$ cat config.mk
export PLATFORM = sky130hd
export DESIGN_NAME = aux_power_l2_mode_control
export DESIGN_NICKNAME = d
export VERILOG_FILES = /design/src/aux_power_pkg.sv /design/src/reset_sample_timer.sv /design/src/aux_power_l2_mode_control.sv
export VERILOG_INCLUDE_DIRS = /design/src /design/src/src
export SDC_FILE = /design/constraint.sdc
export NUM_CORES = 1
export LEC_CHECK = 0
export BUFFER_PORTS_ARGS = -buffer_cell sky130_fd_sc_hd__buf_2
export CAP_MARGIN = 20
export CORE_MARGIN = 2
export CORE_UTILIZATION = 48
export CTS_BUF_LIST = sky130_fd_sc_hd__clkbuf_8
export CTS_CLUSTER_DIAMETER = 60
export DETAILED_ROUTE_END_ITERATION = 7
export PLACE_DENSITY = 0.86
export SLEW_MARGIN = 20
export SYNTH_ARGS = -nofsm -noshare
export SYNTH_HDL_FRONTEND = slang
export SYNTH_SLANG_ARGS = --single-unit
$ cat constraint.sdc
create_clock -name core_clk -period 2.1 [get_ports core_clk]
set_input_delay 0.315 -clock core_clk [delete_from_list [all_inputs] [get_ports core_clk]]
set_output_delay 0.315 -clock core_clk [all_outputs]
set_load 0.01 [all_outputs]
$ cat src/aux_power_defines.svh
// Named offsets, field positions, defaults and counts for the aux power block
`ifndef AUX_POWER_DEFINES_SVH
`define AUX_POWER_DEFINES_SVH

// ----------------------------------------------------------------
// Register byte offsets on the Avalon-MM slave
// ----------------------------------------------------------------
`define AVM_ADDR_W 8
`define OFS_SWITCH_CONTROL_REG 8'h00
`define OFS_POWER_MGMT_CTRL_STATUS 8'h04
`define OFS_DEVICE_STATUS_REG 8'h08
`define OFS_FR_STICKY_REG 8'h0C
`define OFS_STICKY_REG 8'h10
`define OFS_LOCKABLE_REG 8'h14
`define OFS_ORDINARY_REG 8'h18

// ----------------------------------------------------------------
// Field positions
// ----------------------------------------------------------------
`define BIT_AUX_EN 0
`define BIT_LOCK_UNLOCK 1
`define BIT_PME_EN 0
`define BIT_AUX_DET 0
`define BIT_L2_EN 1
`define FLD_STATE_LO 2
`define FLD_STATE_HI 3
`define BIT_FR_INIT 4
`define BIT_LATE_DONE 5
`define BYTE0_LANE 0

// ----------------------------------------------------------------
// Field widths and reset values
// ----------------------------------------------------------------
`define FIELD_W 8
`define FR_STICKY_DEFAULT 8'h00
`define STICKY_DEFAULT 8'h00
`define LOCKABLE_DEFAULT 8'h00
`define ORDINARY_DEFAULT 8'h00

// ----------------------------------------------------------------
// Sampling points after fundamental reset release, in core cycles
// ----------------------------------------------------------------
`define EARLY_SAMPLE_CYCLES 8
`define LATE_SAMPLE_CYCLES 256
`define SAMPLE_CNT_W 9

`endif

$ cat src/aux_power_pkg.sv
// Types shared by the aux power and L2 mode control block
`include "aux_power_defines.svh"

package aux_power_pkg;

    // System power states seen by the device
    typedef enum logic [1:0]
    {
        st_off,
        st_inactive_standby,
        st_active_standby,
        st_on
    } sys_state_e;

    // One configuration field
    typedef logic [`FIELD_W-1:0] field_t;

endpackage

$ cat src/reset_sample_timer.sv
// Cycle counter that marks the two sampling points after reset release
`timescale 1ns/1ps
`include "aux_power_defines.svh"

module reset_sample_timer
#(
    parameter int CNT_W = `SAMPLE_CNT_W,
    parameter int EARLY_CNT = `EARLY_SAMPLE_CYCLES,
    parameter int LATE_CNT = `LATE_SAMPLE_CYCLES
)
(
    input wire logic core_clk,
    input wire logic sys_rst,
    input wire logic released,
    output logic early_pulse,
    output logic late_pulse
);

    localparam logic [CNT_W-1:0] EARLY_M1 = CNT_W'(EARLY_CNT - 1);
    localparam logic [CNT_W-1:0] LATE_M1 = CNT_W'(LATE_CNT - 1);
    localparam logic [CNT_W-1:0] LATE_END = CNT_W'(LATE_CNT);
    localparam int GAP = LATE_CNT - EARLY_CNT;

    logic [CNT_W-1:0] cnt_ff;
    logic early_ff;
    logic late_ff;

    // ------------------------------------------------------------
    // One counter serves both points, so they never drift apart
    // ------------------------------------------------------------
    always_ff @(posedge core_clk)
    begin
        if (sys_rst || !released)
            cnt_ff <= '0;
        else if (cnt_ff != LATE_END)
            cnt_ff <= cnt_ff + CNT_W'(1);
    end

    // Registered pulses; high in the cycle the count equals the point
    always_ff @(posedge core_clk)
    begin
        if (sys_rst)
        begin
            early_ff <= 1'b0;
            late_ff <= 1'b0;
        end
        else
        begin
            early_ff <= released && (cnt_ff == EARLY_M1);
            late_ff <= released && (cnt_ff == LATE_M1);
        end
    end

    assign early_pulse = early_ff;
    assign late_pulse = late_ff;
endmodule

$ cat src/aux_power_l2_mode_control.sv
// Aux power usage, L2 enable, standby state and reset-class field storage
// ----------------------------------------------------------------
// ----------------------------------------------------------------
//
// Implementation choices: the register offsets and the Avalon-MM slave port.
`timescale 1ns/1ps
`include "aux_power_defines.svh"

module aux_power_l2_mode_control
(
    input wire logic core_clk,
    input wire logic sys_rst,
    input wire logic fundamental_reset_n,
    input wire logic aux_power_disable_n,
    input wire logic main_power_good,
    input wire logic aux_power_good,
    input wire logic hot_reset,
    input wire logic [`AVM_ADDR_W-1:0] address,
    input wire logic read,
    input wire logic write,
    input wire logic [31:0] writedata,
    input wire logic [3:0] byteenable,
    output logic [31:0] readdata,
    output logic waitrequest,
    output logic aux_power_detected,
    output logic l2_mode_enabled,
    output aux_power_pkg::sys_state_e sys_state,
    output logic wake_beacon_power_en,
    output logic core_clk_gate
);

    // ------------------------------------------------------------
    // Pin synchronisers
    // ------------------------------------------------------------
    // Bit order: reset, disable, main good, aux good
    logic [3:0] pin_meta_ff;
    logic [3:0] pin_sync_ff;
    logic freset_n_s;
    logic disable_n_s;
    logic main_s;
    logic aux_s;

    // Two stages; only the second stage is read by logic
    always_ff @(posedge core_clk)
    begin
        if (sys_rst)
        begin
            pin_meta_ff <= 4'h0;
            pin_sync_ff <= 4'h0;
        end
        else
        begin
            pin_meta_ff <= {aux_power_good, main_power_good,
                            aux_power_disable_n, fundamental_reset_n};
            pin_sync_ff <= pin_meta_ff;
        end
    end

    assign freset_n_s = pin_sync_ff[0];
    assign disable_n_s = pin_sync_ff[1];
    assign main_s = pin_sync_ff[2];
    assign aux_s = pin_sync_ff[3];

    // ------------------------------------------------------------
    // Sampling points
    // ------------------------------------------------------------
    logic early_pulse;
    logic late_pulse;

    reset_sample_timer u_timer
    (
        .core_clk (core_clk),
        .sys_rst (sys_rst),
        .released (freset_n_s),
        .early_pulse (early_pulse),
        .late_pulse (late_pulse)
    );

    // ------------------------------------------------------------
    // Avalon-MM slave handshake
    // ------------------------------------------------------------
    logic waitrequest_ff;
    logic [31:0] readdata_ff;
    logic wr_fire;
    logic [31:0] rd_mux;

    // Every access is answered one cycle after it appears
    always_ff @(posedge core_clk)
    begin
        if (sys_rst)
            waitrequest_ff <= 1'b1;
        else if ((read || write) && waitrequest_ff)
            waitrequest_ff <= 1'b0;
        else
            waitrequest_ff <= 1'b1;
    end

    // Writes land only at the edge where waitrequest is seen low
    assign wr_fire = write && !waitrequest_ff && byteenable[`BYTE0_LANE];

    // ------------------------------------------------------------
    // Control and status state
    // ------------------------------------------------------------
    logic aux_en_ff;
    logic lock_unlock_ff;
    logic pme_en_ff;
    logic aux_det_ff;
    logic l2_en_ff;
    logic fr_init_ff;
    logic late_done_ff;
    logic usage_ok;
    logic ord_rst;
    logic sticky_rst;
    logic fr_init_now;
    aux_power_pkg::sys_state_e state_ff;
    aux_power_pkg::sys_state_e nxt_state;
    aux_power_pkg::field_t fr_sticky_ff;
    aux_power_pkg::field_t sticky_ff;
    aux_power_pkg::field_t lockable_ff;
    aux_power_pkg::field_t ordinary_ff;
    logic wake_pwr_ff;
    logic clk_gate_ff;

    // Reset classes: ordinary fields see every reset, sticky ones not hot
    assign ord_rst = sys_rst || !freset_n_s || hot_reset;
    assign sticky_rst = sys_rst || !freset_n_s;
    // Sticky contents die at an early low sample or with no aux save
    assign fr_init_now = (early_pulse && !disable_n_s)
                       || (state_ff == aux_power_pkg::st_inactive_standby)
                       || (state_ff == aux_power_pkg::st_off);
    // Aux supply may only be used with PME from D3cold enabled
    assign usage_ok = aux_det_ff && pme_en_ff;

    // Aux enable: late sample wins over a software write that cycle
    always_ff @(posedge core_clk)
    begin
        if (sys_rst)
            aux_en_ff <= 1'b0;
        else if (late_pulse)
            aux_en_ff <= disable_n_s;
        else if (wr_fire && address == `OFS_SWITCH_CONTROL_REG)
            aux_en_ff <= writedata[`BIT_AUX_EN] && pme_en_ff;
    end

    // Unlock for the lockable field is an ordinary field
    always_ff @(posedge core_clk)
    begin
        if (ord_rst)
            lock_unlock_ff <= 1'b0;
        else if (wr_fire && address == `OFS_SWITCH_CONTROL_REG)
            lock_unlock_ff <= writedata[`BIT_LOCK_UNLOCK];
    end

    // PME enable is part of the fundamental-reset-sticky context
    always_ff @(posedge core_clk)
    begin
        if (sys_rst || fr_init_now)
            pme_en_ff <= 1'b0;
        else if (wr_fire && address == `OFS_POWER_MGMT_CTRL_STATUS)
            pme_en_ff <= writedata[`BIT_PME_EN];
    end

    // Detected is a mirror of the enable, never of a supply pin
    always_ff @(posedge core_clk)
    begin
        if (sys_rst)
        begin
            aux_det_ff <= 1'b0;
            l2_en_ff <= 1'b0;
        end
        else
        begin
            aux_det_ff <= aux_en_ff;
            l2_en_ff <= aux_det_ff && pme_en_ff;
        end
    end

    // Status of the last sampling sequence, for software to inspect
    always_ff @(posedge core_clk)
    begin
        if (sys_rst)
        begin
            fr_init_ff <= 1'b0;
            late_done_ff <= 1'b0;
        end
        else
        begin
            if (early_pulse)
                fr_init_ff <= !disable_n_s;
            if (!freset_n_s)
                late_done_ff <= 1'b0;
            else if (late_pulse)
                late_done_ff <= 1'b1;
        end
    end

    // ------------------------------------------------------------
    // Configuration fields, one per reset class plus a lockable one on the sticky reset
    // ------------------------------------------------------------
    // Survives hot, warm and cold resets; early low sample clears it
    always_ff @(posedge core_clk)
    begin
        if (sys_rst || fr_init_now)
            fr_sticky_ff <= `FR_STICKY_DEFAULT;
        else if (wr_fire && address == `OFS_FR_STICKY_REG)
            fr_sticky_ff <= writedata[`FIELD_W-1:0];
    end

    // Sticky field keeps its value across hot reset
    always_ff @(posedge core_clk)
    begin
        if (sticky_rst)
            sticky_ff <= `STICKY_DEFAULT;
        else if (wr_fire && address == `OFS_STICKY_REG)
            sticky_ff <= writedata[`FIELD_W-1:0];
    end

    // Lockable field: writes ignored unless unlocked
    always_ff @(posedge core_clk)
    begin
        if (sticky_rst)
            lockable_ff <= `LOCKABLE_DEFAULT;
        else if (wr_fire && address == `OFS_LOCKABLE_REG && lock_unlock_ff)
            lockable_ff <= writedata[`FIELD_W-1:0];
    end

    // Ordinary field returns to default on any reset
    always_ff @(posedge core_clk)
    begin
        if (ord_rst)
            ordinary_ff <= `ORDINARY_DEFAULT;
        else if (wr_fire && address == `OFS_ORDINARY_REG)
            ordinary_ff <= writedata[`FIELD_W-1:0];
    end

    // ------------------------------------------------------------
    // System power state
    // ------------------------------------------------------------
    // Main power alone decides on; aux decides off, usage_ok picks standby flavour
    always_comb
    begin
        if (main_s)
            nxt_state = aux_power_pkg::st_on;
        else if (!aux_s)
            nxt_state = aux_power_pkg::st_off;
        else if (usage_ok)
            nxt_state = aux_power_pkg::st_active_standby;
        else
            nxt_state = aux_power_pkg::st_inactive_standby;
    end

    // Wake/beacon supply and clock gate follow the state directly
    always_ff @(posedge core_clk)
    begin
        if (sys_rst)
        begin
            state_ff <= aux_power_pkg::st_off;
            wake_pwr_ff <= 1'b0;
            clk_gate_ff <= 1'b0;
        end
        else
        begin
            state_ff <= nxt_state;
            wake_pwr_ff <= (nxt_state == aux_power_pkg::st_active_standby);
            clk_gate_ff <= (nxt_state == aux_power_pkg::st_active_standby);
        end
    end

    // ------------------------------------------------------------
    // Read data
    // ------------------------------------------------------------
    // Unmapped offsets read as zero rather than erroring
    always_comb
    begin
        rd_mux = '0;
        unique case (address)
            `OFS_SWITCH_CONTROL_REG:
            begin
                rd_mux[`BIT_AUX_EN] = aux_en_ff;
                rd_mux[`BIT_LOCK_UNLOCK] = lock_unlock_ff;
            end
            `OFS_POWER_MGMT_CTRL_STATUS:
                rd_mux[`BIT_PME_EN] = pme_en_ff;
            `OFS_DEVICE_STATUS_REG:
            begin
                rd_mux[`BIT_AUX_DET] = aux_det_ff;
                rd_mux[`BIT_L2_EN] = l2_en_ff;
                rd_mux[`FLD_STATE_HI:`FLD_STATE_LO] = state_ff;
                rd_mux[`BIT_FR_INIT] = fr_init_ff;
                rd_mux[`BIT_LATE_DONE] = late_done_ff;
            end
            `OFS_FR_STICKY_REG:
                rd_mux[`FIELD_W-1:0] = fr_sticky_ff;
            `OFS_STICKY_REG:
                rd_mux[`FIELD_W-1:0] = sticky_ff;
            `OFS_LOCKABLE_REG:
                rd_mux[`FIELD_W-1:0] = lockable_ff;
            `OFS_ORDINARY_REG:
                rd_mux[`FIELD_W-1:0] = ordinary_ff;
            default:
                rd_mux = '0;
        endcase
    end

    // Captured when the answer is issued, held until the next one
    always_ff @(posedge core_clk)
    begin
        if (sys_rst)
            readdata_ff <= '0;
        else if (read && waitrequest_ff)
            readdata_ff <= rd_mux;
    end

    assign readdata = readdata_ff;
    assign waitrequest = waitrequest_ff;
    assign aux_power_detected = aux_det_ff;
    assign l2_mode_enabled = l2_en_ff;
    assign sys_state = state_ff;
    assign wake_beacon_power_en = wake_pwr_ff;
    assign core_clk_gate = clk_gate_ff;
endmodule

Yosys cells after proc, flatten, opt, wreduce, memory -nomap -nowiden. Cells that the tools add are included.

Bitwise operators: 1. Reductions and logical operators: 29. Equal/unequal tests: 11. Add/subtract/negate cells: 1. Muxes and demuxes: 10.

Operator list (count): $eq A8 B5 Y1 const B (3); $pmux W4 S5 (1); $eq A8 B4 Y1 const B (2); $logic_and A1 B1 Y1 (16); $add A9 B1 Y9 const B (1); $eq A9 B3 Y1 const B (1); $eq A9 B8 Y1 const B (1); $ne A9 B9 Y1 const B (1); $eq A8 B3 Y1 const B (1); $logic_not A8 Y1 (1); $pmux W2 S4 (1); $pmux W1 S7 (1); $logic_or A1 B1 Y1 (6); $mux W2 (3); $pmux W1 S6 (1); $logic_not A1 Y1 (3); $mux W1 (3); $eq A2 B1 Y1 const B (1); $eq A2 B2 Y1 const B (1); $logic_not A2 Y1 (1); $reduce_bool A2 Y1 (1); $reduce_or A2 Y1 (1); $not A1 Y1 (1).

Output and inout port bits: 39. Bits of input ports: 53. Register bits: 70. Word-level logic and storage cells: 72.

Depth between registers and ports, before layout. Gate-level depths: netlist of the first run.

Word-level depth: 6. Depth in mapped cells: 7.

Modules after synthesis. A second synthesis of the first run with hierarchy kept.

Cells, all modules: 356. Area total of the unflattened synthesis: 3389.5 sq um.

By module, submodules not included: aux_power_l2_mode_control (area each 2816.5 sq um, sequential area each 1181.1 sq um, times used 1, cells an instance 291); reset_sample_timer (area each 573.0 sq um, sequential area each 220.2 sq um, times used 1, cells an instance 65).

Least setup slack after synthesis of the first run. No wires, ideal clock.

Kind: input to register. Start: in address[7]. End: reg sticky_ff[0]. Path buffers: 2. Path slack: 0.007 ns. Data required time: 1.968 ns. Stages on the path: 6. Arrival: 1.961 ns. Cells stage by stage: or4_4 -> buf_6 -> buf_8 -> nor4_4 -> mux2i_1 -> nor2_2.

Longest elaborated chain between the ends: 2.

Ends and longest elaborated chain: from (decl) (RTL line aux_power_l2_mode_control.sv:18) `` input wire logic [`AVM_ADDR_W-1:0] address, ``; $eq A8 B5 Y1; $logic_and A1 B1 Y1 (no line); to (signal assigned) (RTL line aux_power_l2_mode_control.sv:213) `` sticky_ff <= `STICKY_DEFAULT; ``; to (signal assigned) (RTL line aux_power_l2_mode_control.sv:215) `` sticky_ff <= writedata[`FIELD_W-1:0]; ``; to (decl) (RTL line aux_power_l2_mode_control.sv:118) `aux_power_pkg::field_t sticky_ff;`.

Every way passes these cells. A chain may end at the register's enable or synchronous reset.

Final worst setup path of the first run.
Start: reg waitrequest_ff (netlist: waitrequest). End: reg ordinary_ff[5].

Longest elaborated chain between the ends: 4.

Ends and longest elaborated chain: from (decl) (RTL line aux_power_l2_mode_control.sv:82) `logic waitrequest_ff;`; from (signal assigned) (RTL line aux_power_l2_mode_control.sv:91) `waitrequest_ff <= 1'b1;`; from (signal assigned) (RTL line aux_power_l2_mode_control.sv:93) `waitrequest_ff <= 1'b0;`; from (signal assigned) (RTL line aux_power_l2_mode_control.sv:95) `waitrequest_ff <= 1'b1;`; $logic_not A1 Y1 (RTL line aux_power_l2_mode_control.sv:99) `` assign wr_fire = write && !waitrequest_ff && byteenable[`BYTE0_LANE]; ``; $logic_and A1 B1 Y1 (2 in a row) (RTL line aux_power_l2_mode_control.sv:99); $logic_and A1 B1 Y1 (no line); to (signal assigned) (RTL line aux_power_l2_mode_control.sv:231) `` ordinary_ff <= `ORDINARY_DEFAULT; ``; to (signal assigned) (RTL line aux_power_l2_mode_control.sv:233) `` ordinary_ff <= writedata[`FIELD_W-1:0]; ``; to (decl) (RTL line aux_power_l2_mode_control.sv:120) `aux_power_pkg::field_t ordinary_ff;`.

Every way passes these cells.

==> impl_metrics.tcl, run 1 <==
set metrics [dict create \
    status "finished clean" \
    finish.utilization_pct 57.3 \
    net_load_switching_power_uw 658 \
    placed_cells 444 \
    crit_path_cells "or4bb_1, or4_1, buf_4, mux2i_1, nor2_1" \
    ys_async_sr_fraction_pct 0 \
    crit_path_max_fanout 8 \
    synth.most_common_cell "dfxtp_1" \
    floorplan.die.height_um 85.3 \
    synth_sequential_area_ratio_pct 44.1 \
    post_route_cells_drive_above_1_share_pct 23.0 \
    grt_max_degree 21 \
    cts_post_setup_buffers_inserted 0 \
    crit_path_start_kind "register" \
    netlist-cell-type-count 43 \
    timing.final.crit_share_pct 92.0 \
    die_x_um 85.3 \
    ctsHtreeMaxLevel 3 \
    port-buffer-count 40 \
    clk_root_buffer_cell "clkbuf_8" \
    synth_edf_count 0 \
    cpPeakStageDelay_ns 0.57 \
    start_util_pct 49.7 \
    placeableCoreArea_um2 6390 \
    fp.dieArea_um2 7280 \
    power.share.combinational_pct 5.9 \
    clk_latency_worst_skew_pair_ns 0.35 \
    clock_transition_time_at_the_flip_flop_clock_pins_of_the_worst_setup_and_hold_paths_ns 0.08 \
    numClockSinks 70 \
    vias_per_cell 5.25 \
    drt-pass1-iter-count 4 \
    path_type_of_the_worst_min_delay_path "input port to register" \
    grt_antenna_before_repair 0 \
    synth_seq_cells 70 \
    pwr_density_cell_nw_per_um2 748 \
    gp_congestion 0.823 \
    critPathRequiredTime_ns 2.33 \
    synth_flop_cell "dfxtp_1" \
    cts_tree "yes" \
    fin_skew_ns 0.00835 \
    yosysTopAreaCellShare_pct 44.1 \
    number_of_global_route_vias_before_repair 2417 \
    drv_cap 0 \
    cts-resized-gates 0 \
    wire_length_of_the_first_global_routing_pass_mm 11.1 \
    timing.critical_path.arrival_ns 2.16 \
    critPathSlowestCell "or4bb_1" \
    dp.final_hpwl_mm 4.85 \
    syn_area_um2 3170 \
    final_report_hold_violation_count 0 \
    leakage_uw 0.00146 \
    cts-root-to-sink-buffers 2 \
    synth_common_cells "dfxtp_1 (70), mux2i_1 (48), nor2_1 (45)" \
    synth.area.top_cells "dfxtp_1 (44%), mux2i_1 (15%), buf_4 (5.9%)" \
    yosysWarningCount 0 \
    worst_ir_drop_vdd_uv 548 \
    post-route-cell-area_um2 3660 \
    max_freq_ghz 0.518 \
    fill_cells 561 \
    rows 29 \
    antenna-diode-count 0 \
    yosysTopAreaCell "dfxtp_1" \
    grt_setup_unrepaired "no" \
    postPlaceCellArea_um2 3430 \
    p_int_uw 2080 \
    routed_wire_length_per_instance_um 14.4 \
    end_kind "register" \
    drc 0 \
    synthesis_to_finish_area_growth_pct 15.3 \
    drt-initial-drc-count 141 \
    grt-ovfl-total 0 \
    finalNonFillerCells 460 \
    swShare_pct 24.0 \
    num-nets-final 434 \
    p_seq_share_pct 49.3 \
    ioPinCount 92 \
    cts-buffers-inserted 9 \
    final-max-slew-violation-count 0 \
    cts_stage_hold_buffer_count 0 \
    synth_cells 329 \
    worstSetupPathType "register to register" \
    detailroute.via_count 2413 \
    synthesis.area_per_instance_um2 9.65 \
    drt.antenna.violating_nets 0 \
    clock_power_share_pct 44.8 \
    setup_viol 0 \
    wl_mm 6.62 \
    final_period_minus_worst_setup_slack_ns 1.93 \
    grt_util_all_layers_pct 19.4 \
]
==> cells by family (layout without fill, tap and decap cells) <==
| group | count (synthesis) | in the layout | share of synthesized area [%] |
|---|---|---|---|
| simple gates | 116 | 116 | 20.8 |
| flops | 70 | 70 | 44.1 |
| mux | 49 | 49 | 15.8 |
| buf+inv | 47 | 78 | 9.14 |
| compound gates | 37 | 37 | 7.13 |
| xor+xnor | 6 | 6 | 1.66 |
| fa+ha+maj | 3 | 3 | 1.18 |
| other cells | 1 | 24 | 0.118 |
==> layer usage <==
metal  vias up  wire [um]  track usage (%)
met3        13        280             3.89
li1       1192          -                -
met2        66       3390             33.9
met4         0        153             9.67
met5         -          0                0
met1      1142       2790             22.4
==> flip-flops by register name, summed over array words and instances (netlist names), 2 cells and up <==
name	flops
ordinary_ff	8
u_timer.cnt_ff	9
lockable_ff	8
sticky_ff	8
readdata	8
pin_meta_ff	4
pin_sync_ff	4
fr_sticky_ff	8
sys_state	2
==> power groups by stage <==
stage	Sequential (uW)	Combinational, uW	Clock, uW
floorplan	1380	126	0
global placement	1380	156	0
detailed placement	1380	159	0
CTS	1350	160	1260
global route	1350	177	1300
finish	1350	161	1230
==> critical path, delay by kind of cell, from the launching register on <==
kind / cells / cell delay [ns]
AND/OR/NAND/NOR: 3 / 1.07
flip-flops: 1 / 0.35
buffers and inverters: 1 / 0.21
multiplexers: 1 / 0.17
==> placed cells by master (no fill, tap or decap), drive strengths merged, types with 6 or more instances in the layout <==
cell / Yosys / layout
nor4: 6 / 6
nor2: 53 / 53
nand3: 6 / 6
inv: 6 / 9
a21oi: 15 / 15
dfxtp: 70 / 70
clkbuf: 12 / 9
nand2: 7 / 7
nor2b: 9 / 9
o21ai: 7 / 7
conb: 1 / 24
buf: 29 / 56
mux2i: 48 / 48
==> stage by stage <==
step | setup TNS [ns] | total power, uW | hold WS, ns | setup WS, ns
6_report | 0 | 2740 | 0.171 | 0.169
5_1_grt | 0 | 2830 | 0.167 | 0.0742
4_1_cts | 0 | 2770 | 0.150 | 0.176
3_5_place_dp | -0.0120 | 1540 | 0.421 | -0.0106
3_3_place_gp | 0 | 1540 | 0.417 | 0.0368
2_1_floorplan | 0 | 1510 | 0.414 | 0.00723
==> area by class of cell <==
type / count / area, um^2 / area share (%)
multi-input combinational: 235 / 1570 / 42.9
sequential: 70 / 1400 / 38.3
timing repair buffer: 56 / 345 / 9.43
clock buffer: 9 / 124 / 3.38
clock inverter: 7 / 103 / 2.80
tap: 77 / 96.3 / 2.63
inverter: 6 / 22.5 / 0.615
==> path summary, 6_finish.rpt <==
path                            cells after the start  slack (ns)             end           startpoint
worst max-delay path                                5        0.17  ordinary_ff[5]          waitrequest
worst min-delay path                                2        0.17  pin_meta_ff[1]  aux_power_disable_n
worst max register to register                      5        0.17  ordinary_ff[5]          waitrequest
worst min register to register                      1        0.44  pin_sync_ff[0]       pin_meta_ff[0]
Note: power is estimated with default switching activity, not from simulation.
==> run 2, diff against run 1 <==
--- a/config.mk
+++ b/config.mk
@@ -14,6 +14,7 @@
 export CTS_CLUSTER_DIAMETER = 60
 export DETAILED_ROUTE_END_ITERATION = 7
 export PLACE_DENSITY = 0.86
+export REMOVE_ABC_BUFFERS = 1
 export SLEW_MARGIN = 20
 export SYNTH_ARGS = -nofsm -noshare
 export SYNTH_HDL_FRONTEND = slang
==> constraint.sdc (replaced) <==
create_clock -name core_clk -period 2.1 [get_ports core_clk]
set_input_delay 0.105 -clock core_clk [delete_from_list [all_inputs] [get_ports core_clk]]
set_output_delay 0.105 -clock core_clk [all_outputs]
set_load 0.01 [all_outputs]
==> run 2 against run 1 <==
Cell area grew 1.1%. Routed wire length shrank 0.20%. Worst hold slack lost 0.11 ns. Maximum frequency shrank 0.43%. First-iteration DRC count grew 32%. Largest cell class unchanged. Largest power group unchanged. Highest routed layer unchanged.
==> impl_metrics.tcl, run 2 (synthesis results as in run 1) <==
set metrics [dict create \
    status "finished clean" \
    wire_length_of_the_first_global_routing_pass_mm 11.1 \
    wl_mm 6.60 \
    fp.dieArea_um2 7280 \
    setup_tns_ns 0 \
    fill_cells 533 \
    crit_path_start_kind "register" \
    cpPeakStageDelay_ns 0.60 \
    clk_latency_worst_skew_pair_ns 0.35 \
    grt_setup_unrepaired "no" \
    pwr_density_cell_nw_per_um2 768 \
    worstSetupPathType "register to register" \
    crit_path_max_fanout 8 \
    synthesis_to_finish_area_growth_pct 16.6 \
    drt-initial-drc-count 186 \
    worst_path_dominant_cell_family "simple AND/OR/NAND/NOR gates" \
    max_freq_ghz 0.516 \
    end_kind "register" \
    clk_root_buffer_cell "clkbuf_8" \
    vias_per_cell 5.36 \
    timing.final.crit_share_pct 92.4 \
    p_total_uw 2840 \
    die_x_um 85.3 \
    final_period_minus_worst_setup_slack_ns 1.94 \
    drt.antenna.violating_nets 0 \
    setup_viol 0 \
    floorplan.die.height_um 85.3 \
    registers.top_by_ff_count "u_timer.cnt_ff" \
    fin_skew_ns 0.0106 \
    antenna-diode-count 0 \
    final_report_hold_violation_count 0 \
    grt-ovfl-total 0 \
    cts_post_setup_buffers_inserted 0 \
    largest_register_ffs 9 \
    most_common_cell_after_layout_fill_and_taps_aside "dfxtp_1" \
    worst_ir_drop_vdd_uv 828 \
    start_util_pct 49.7 \
    critPathSlowestCell "or4bb_1" \
    cts-buffers-inserted 9 \
    ctsHtreeMaxLevel 3 \
    cts_tree "yes" \
    grt_antenna_before_repair 0 \
    number_of_global_route_vias_before_repair 2407 \
    cts-root-to-sink-buffers 2 \
    post_route_cells_drive_above_1_share_pct 21.6 \
    worst_max_slew_pin_slew_ns 0.597 \
    gp_congestion 0.835 \
    cts-resized-gates 0 \
    leakage_uw 0.00146 \
    drc 0 \
    critPathRequiredTime_ns 2.34 \
    final_cell_mix "dfxtp_1 (70), mux2i_1 (48), nor2_1 (45), buf_2 (40), conb_1 (24)" \
    port-buffer-count 40 \
    detailroute.via_count 2470 \
    placed_cells 439 \
    crit_path_cells "or4bb_1, or4_1, buf_4, mux2i_1, nor2_1" \
    rows 29 \
    placeableCoreArea_um2 6390 \
    drt-pass1-iter-count 4 \
    path_type_of_the_worst_min_delay_path "input port to register" \
    numClockSinks 70 \
    critical_path.n_buffers_inverters 1 \
    grt_max_degree 21 \
    finalNonFillerCells 461 \
    grt_util_all_layers_pct 19.3 \
    final-max-slew-violation-count 0 \
    clock_transition_time_at_the_flip_flop_clock_pins_of_the_worst_setup_and_hold_paths_ns 0.08 \
    worst_hold_slack_ns 0.0610 \
    dp.final_hpwl_mm 4.79 \
    timing.critical_path.arrival_ns 2.18 \
    ioPinCount 92 \
    num-nets-final 435 \
    worst_slew_margin_rel_pct 59.8 \
    drv_cap 0 \
    routed_wire_length_per_instance_um 14.3 \
]
[run 2: cell types whose count changed in the layout (fill, tap and decap cells not counted)]
cell / previous run / this run
buf_4: 14 / 9
clkinv_4: 1 / 0
inv_6: 3 / 2
dlygate4sd3_1: 0 / 6
bufinv_16: 2 / 3
clkinv_2: 0 / 1
[run 2: final cells by class]
class                      instances  area [um^2]  share of cell area, %
tap                               77         96.3                   2.60
timing repair buffer              57          368                   9.94
sequential                        70         1400                   37.9
inverter                           6         22.5                  0.609
multi-input combinational        235         1570                   42.4
clock buffer                       9          124                   3.35
clock inverter                     7          120                   3.25
[run 2: what timing repair did]
action	in CTS	in global routing
hold endpoints to repair	5	0
hold buffers	6	0
endpoints found under the setup margin	0	0
[run 2: final timing paths]
| check | from | to | slack, ns | cells past startpoint |
|---|---|---|---|---|
| min | writedata[4] | ordinary_ff[4] | 0.06 | 3 |
| min reg2reg | pin_meta_ff[2] | pin_sync_ff[2] | 0.43 | 1 |
| max reg2reg | waitrequest | ordinary_ff[7] | 0.16 | 5 |
| max | waitrequest | ordinary_ff[7] | 0.16 | 5 |
[run 2: metrics by stage]
stage | cell area, um^2 | utilization [%] | setup WS, ns
final | 3700 | 58.0 | 0.161
after global routing | 3700 | 58.0 | 0.0658
after CTS | 3700 | 58.0 | 0.162
after detailed placement | 3400 | 53.2 | 0.184
after global placement | 3400 | 53.2 | 0.224
after floorplan | 2990 | - | 0.217
[run 2: report_power, final]
group,internal (uW),switching (uW)
combinational,62.0,110
clock,795,524
sequential,1340,8.18
total,2200,642
[run 2: tightest hold or removal path, cell delays in order]
cell and delay (ns):
buf_2 0.12, mux2i_1 0.07, nor2_1 0.07
[run 2: metal layers]
layer  global-route usage, %  vias to the layer above  routed length (um)
met1                    20.9                     1174                2620
li1                        -                     1197                   -
met5                       0                        -                   0
met4                    8.08                        0                 148
met2                    34.6                       84                3470
met3                    6.03                       15                 357
==> run 3, diff against run 2 <==
--- a/config.mk
+++ b/config.mk
@@ -10,7 +10,7 @@
 export CAP_MARGIN = 20
 export CORE_MARGIN = 2
 export CORE_UTILIZATION = 48
-export CTS_BUF_LIST = sky130_fd_sc_hd__clkbuf_8
+export CTS_BUF_LIST = sky130_fd_sc_hd__clkbuf_2 sky130_fd_sc_hd__clkbuf_4 sky130_fd_sc_hd__clkbuf_8
 export CTS_CLUSTER_DIAMETER = 60
 export DETAILED_ROUTE_END_ITERATION = 7
 export PLACE_DENSITY = 0.86
==> constraint.sdc (replaced) <==
create_clock -name core_clk -period 2.1 [get_ports core_clk]
set_input_delay 0.63 -clock core_clk [delete_from_list [all_inputs] [get_ports core_clk]]
set_output_delay 0.63 -clock core_clk [all_outputs]
set_load 0.01 [all_outputs]
==> run 3 against run 2 <==
Sequential power is essentially flat. Cell area is essentially flat. Final cell count grew 0.65%. Utilization is essentially flat. Combinational power is essentially flat. First-iteration DRC count grew 0.54%. Clock power shrank 8%. Worst hold slack gained 0.38 ns. Setup slack lost 0.13 ns. Non-clock buffer count grew 3. Sequential share of layout area is essentially flat. Critical endpoint unchanged. Largest cell class unchanged.
==> impl_metrics.tcl, run 3 (synthesis results as in run 1) <==
set metrics [dict create \
    cpPeakStageDelay_ns 0.58 \
    worst_hold_slack_ns 0.438 \
    start_util_pct 49.7 \
    wl_mm 6.91 \
    drv_cap 0 \
    registers.top_by_ff_count "u_timer.cnt_ff" \
    detailroute.via_count 2460 \
    synthesis_to_finish_area_growth_pct 16.6 \
    multiInputGateArea_um2 1570 \
    most_common_cell_after_layout_fill_and_taps_aside "dfxtp_1" \
    max_freq_ghz 0.484 \
    timing.final.crit_share_pct 98.4 \
    grt_antenna_before_repair 0 \
    worstSetupPathType "input port to register" \
    final_period_minus_worst_setup_slack_ns 2.07 \
    fill_cells 552 \
    crit_path_cells "buf_2, or4_4, or4_1, buf_4, mux2i_1, nor2_1" \
    pwr_density_cell_nw_per_um2 739 \
    grt-ovfl-total 0 \
    floorplan.die.height_um 85.3 \
    cts-root-to-sink-buffers 2 \
    final-max-slew-violation-count 0 \
    setup_viol 0 \
    finalNonFillerCells 464 \
    grt_max_degree 21 \
    cts-buffers-inserted 9 \
    vias_per_cell 5.30 \
    wire_length_of_the_first_global_routing_pass_mm 11.2 \
    timing.critical_path.arrival_ns 2.30 \
    ioPinCount 92 \
    die_x_um 85.3 \
    path_type_of_the_worst_min_delay_path "register to register" \
    grt_setup_unrepaired "no" \
    drt-pass1-iter-count 6 \
    drt.antenna.violating_nets 0 \
    cts_post_setup_buffers_inserted 0 \
    rows 29 \
    crit_path_start_kind "input port" \
    cts_stage_hold_buffer_count 0 \
    end_kind "register" \
    fin_skew_ns 0.00701 \
    placeableCoreArea_um2 6390 \
    worst_ir_drop_vdd_uv 738 \
    ctsHtreeMaxLevel 3 \
    number_of_global_route_vias_before_repair 2290 \
    routed_wire_length_per_instance_um 14.9 \
    clk_latency_worst_skew_pair_ns 0.34 \
    critPathRequiredTime_ns 2.33 \
    grt_util_all_layers_pct 19.8 \
    numClockSinks 70 \
    dp.final_hpwl_mm 4.91 \
    crit_path_max_fanout 8 \
    fp.dieArea_um2 7280 \
    placed_cells 448 \
    final_report_hold_violation_count 0 \
    regArea_um2 1400 \
    status "finished clean" \
    final_cell_mix "dfxtp_1 (70), mux2i_1 (48), nor2_1 (45), buf_2 (40), conb_1 (24)" \
    drc 0 \
    clk_root_buffer_cell "clkbuf_8" \
    clock_transition_time_at_the_flip_flop_clock_pins_of_the_worst_setup_and_hold_paths_ns 0.08 \
    largest_register_ffs 9 \
    num-nets-final 438 \
    critical_path.n_buffers_inverters 2 \
    critPathSlowestCell "or4_4" \
    drt-initial-drc-count 187 \
    cts_tree "yes" \
    antenna-diode-count 0 \
    port-buffer-count 40 \
    gp_congestion 0.871 \
    worst_path_dominant_cell_family "simple AND/OR/NAND/NOR gates" \
    post_route_cells_drive_above_1_share_pct 23.8 \
    leakage_uw 0.00148 \
]
[run 3: per-stage QoR]
step	instance area (um^2)	TNS [ns]	total power, uW	utilization (%)	worst slack [ns]
floorplan	2990	-6.76	1460	-	-0.262
global placement	3460	-6.43	1540	54.3	-0.301
detailed placement	3460	-7.35	1550	54.3	-0.327
CTS	3700	0	2760	57.9	0.0192
global route	3700	0	2850	57.9	0.0351
finish	3700	0	2730	57.9	0.0336
[run 3: what timing repair did]
| item | CTS | global route |
|---|---|---|
| resized for setup | 1 | 0 |
| setup endpoints to repair | 1 | 6 |
| pin swaps | 0 | 1 |
[run 3: cell type report]
cell class | count | share of cell area, %
clock inverters | 6 | 2.54
clock buffers | 10 | 3.72
multi-input cells | 235 | 42.4
repair buffers | 60 | 10.2
inverters | 6 | 0.609
well taps | 77 | 2.60
flip-flops and latches | 70 | 37.9
[run 3: worst paths after layout]
path | start | endpoint | slack [ns] | cells after the start
setup reg to reg | waitrequest | ordinary_ff[7] | 0.19 | 5
hold / removal | pin_meta_ff[0] | pin_sync_ff[0] | 0.44 | 1
hold reg to reg | pin_meta_ff[0] | pin_sync_ff[0] | 0.44 | 1
setup / recovery | address[7] | ordinary_ff[7] | 0.03 | 6
[run 3: metal layers]
layer,vias to the layer above,routed length [um],track usage [%]
met5,-,0,0
met4,0,144,7.07
met3,14,425,6.32
met2,77,3440,33.7
met1,1168,2890,23.3
li1,1201,-,-
[run 3: where the power goes]
part,internal [uW],switching (uW)
logic,59.9,109
registers,1340,8.16
clock network,709,506
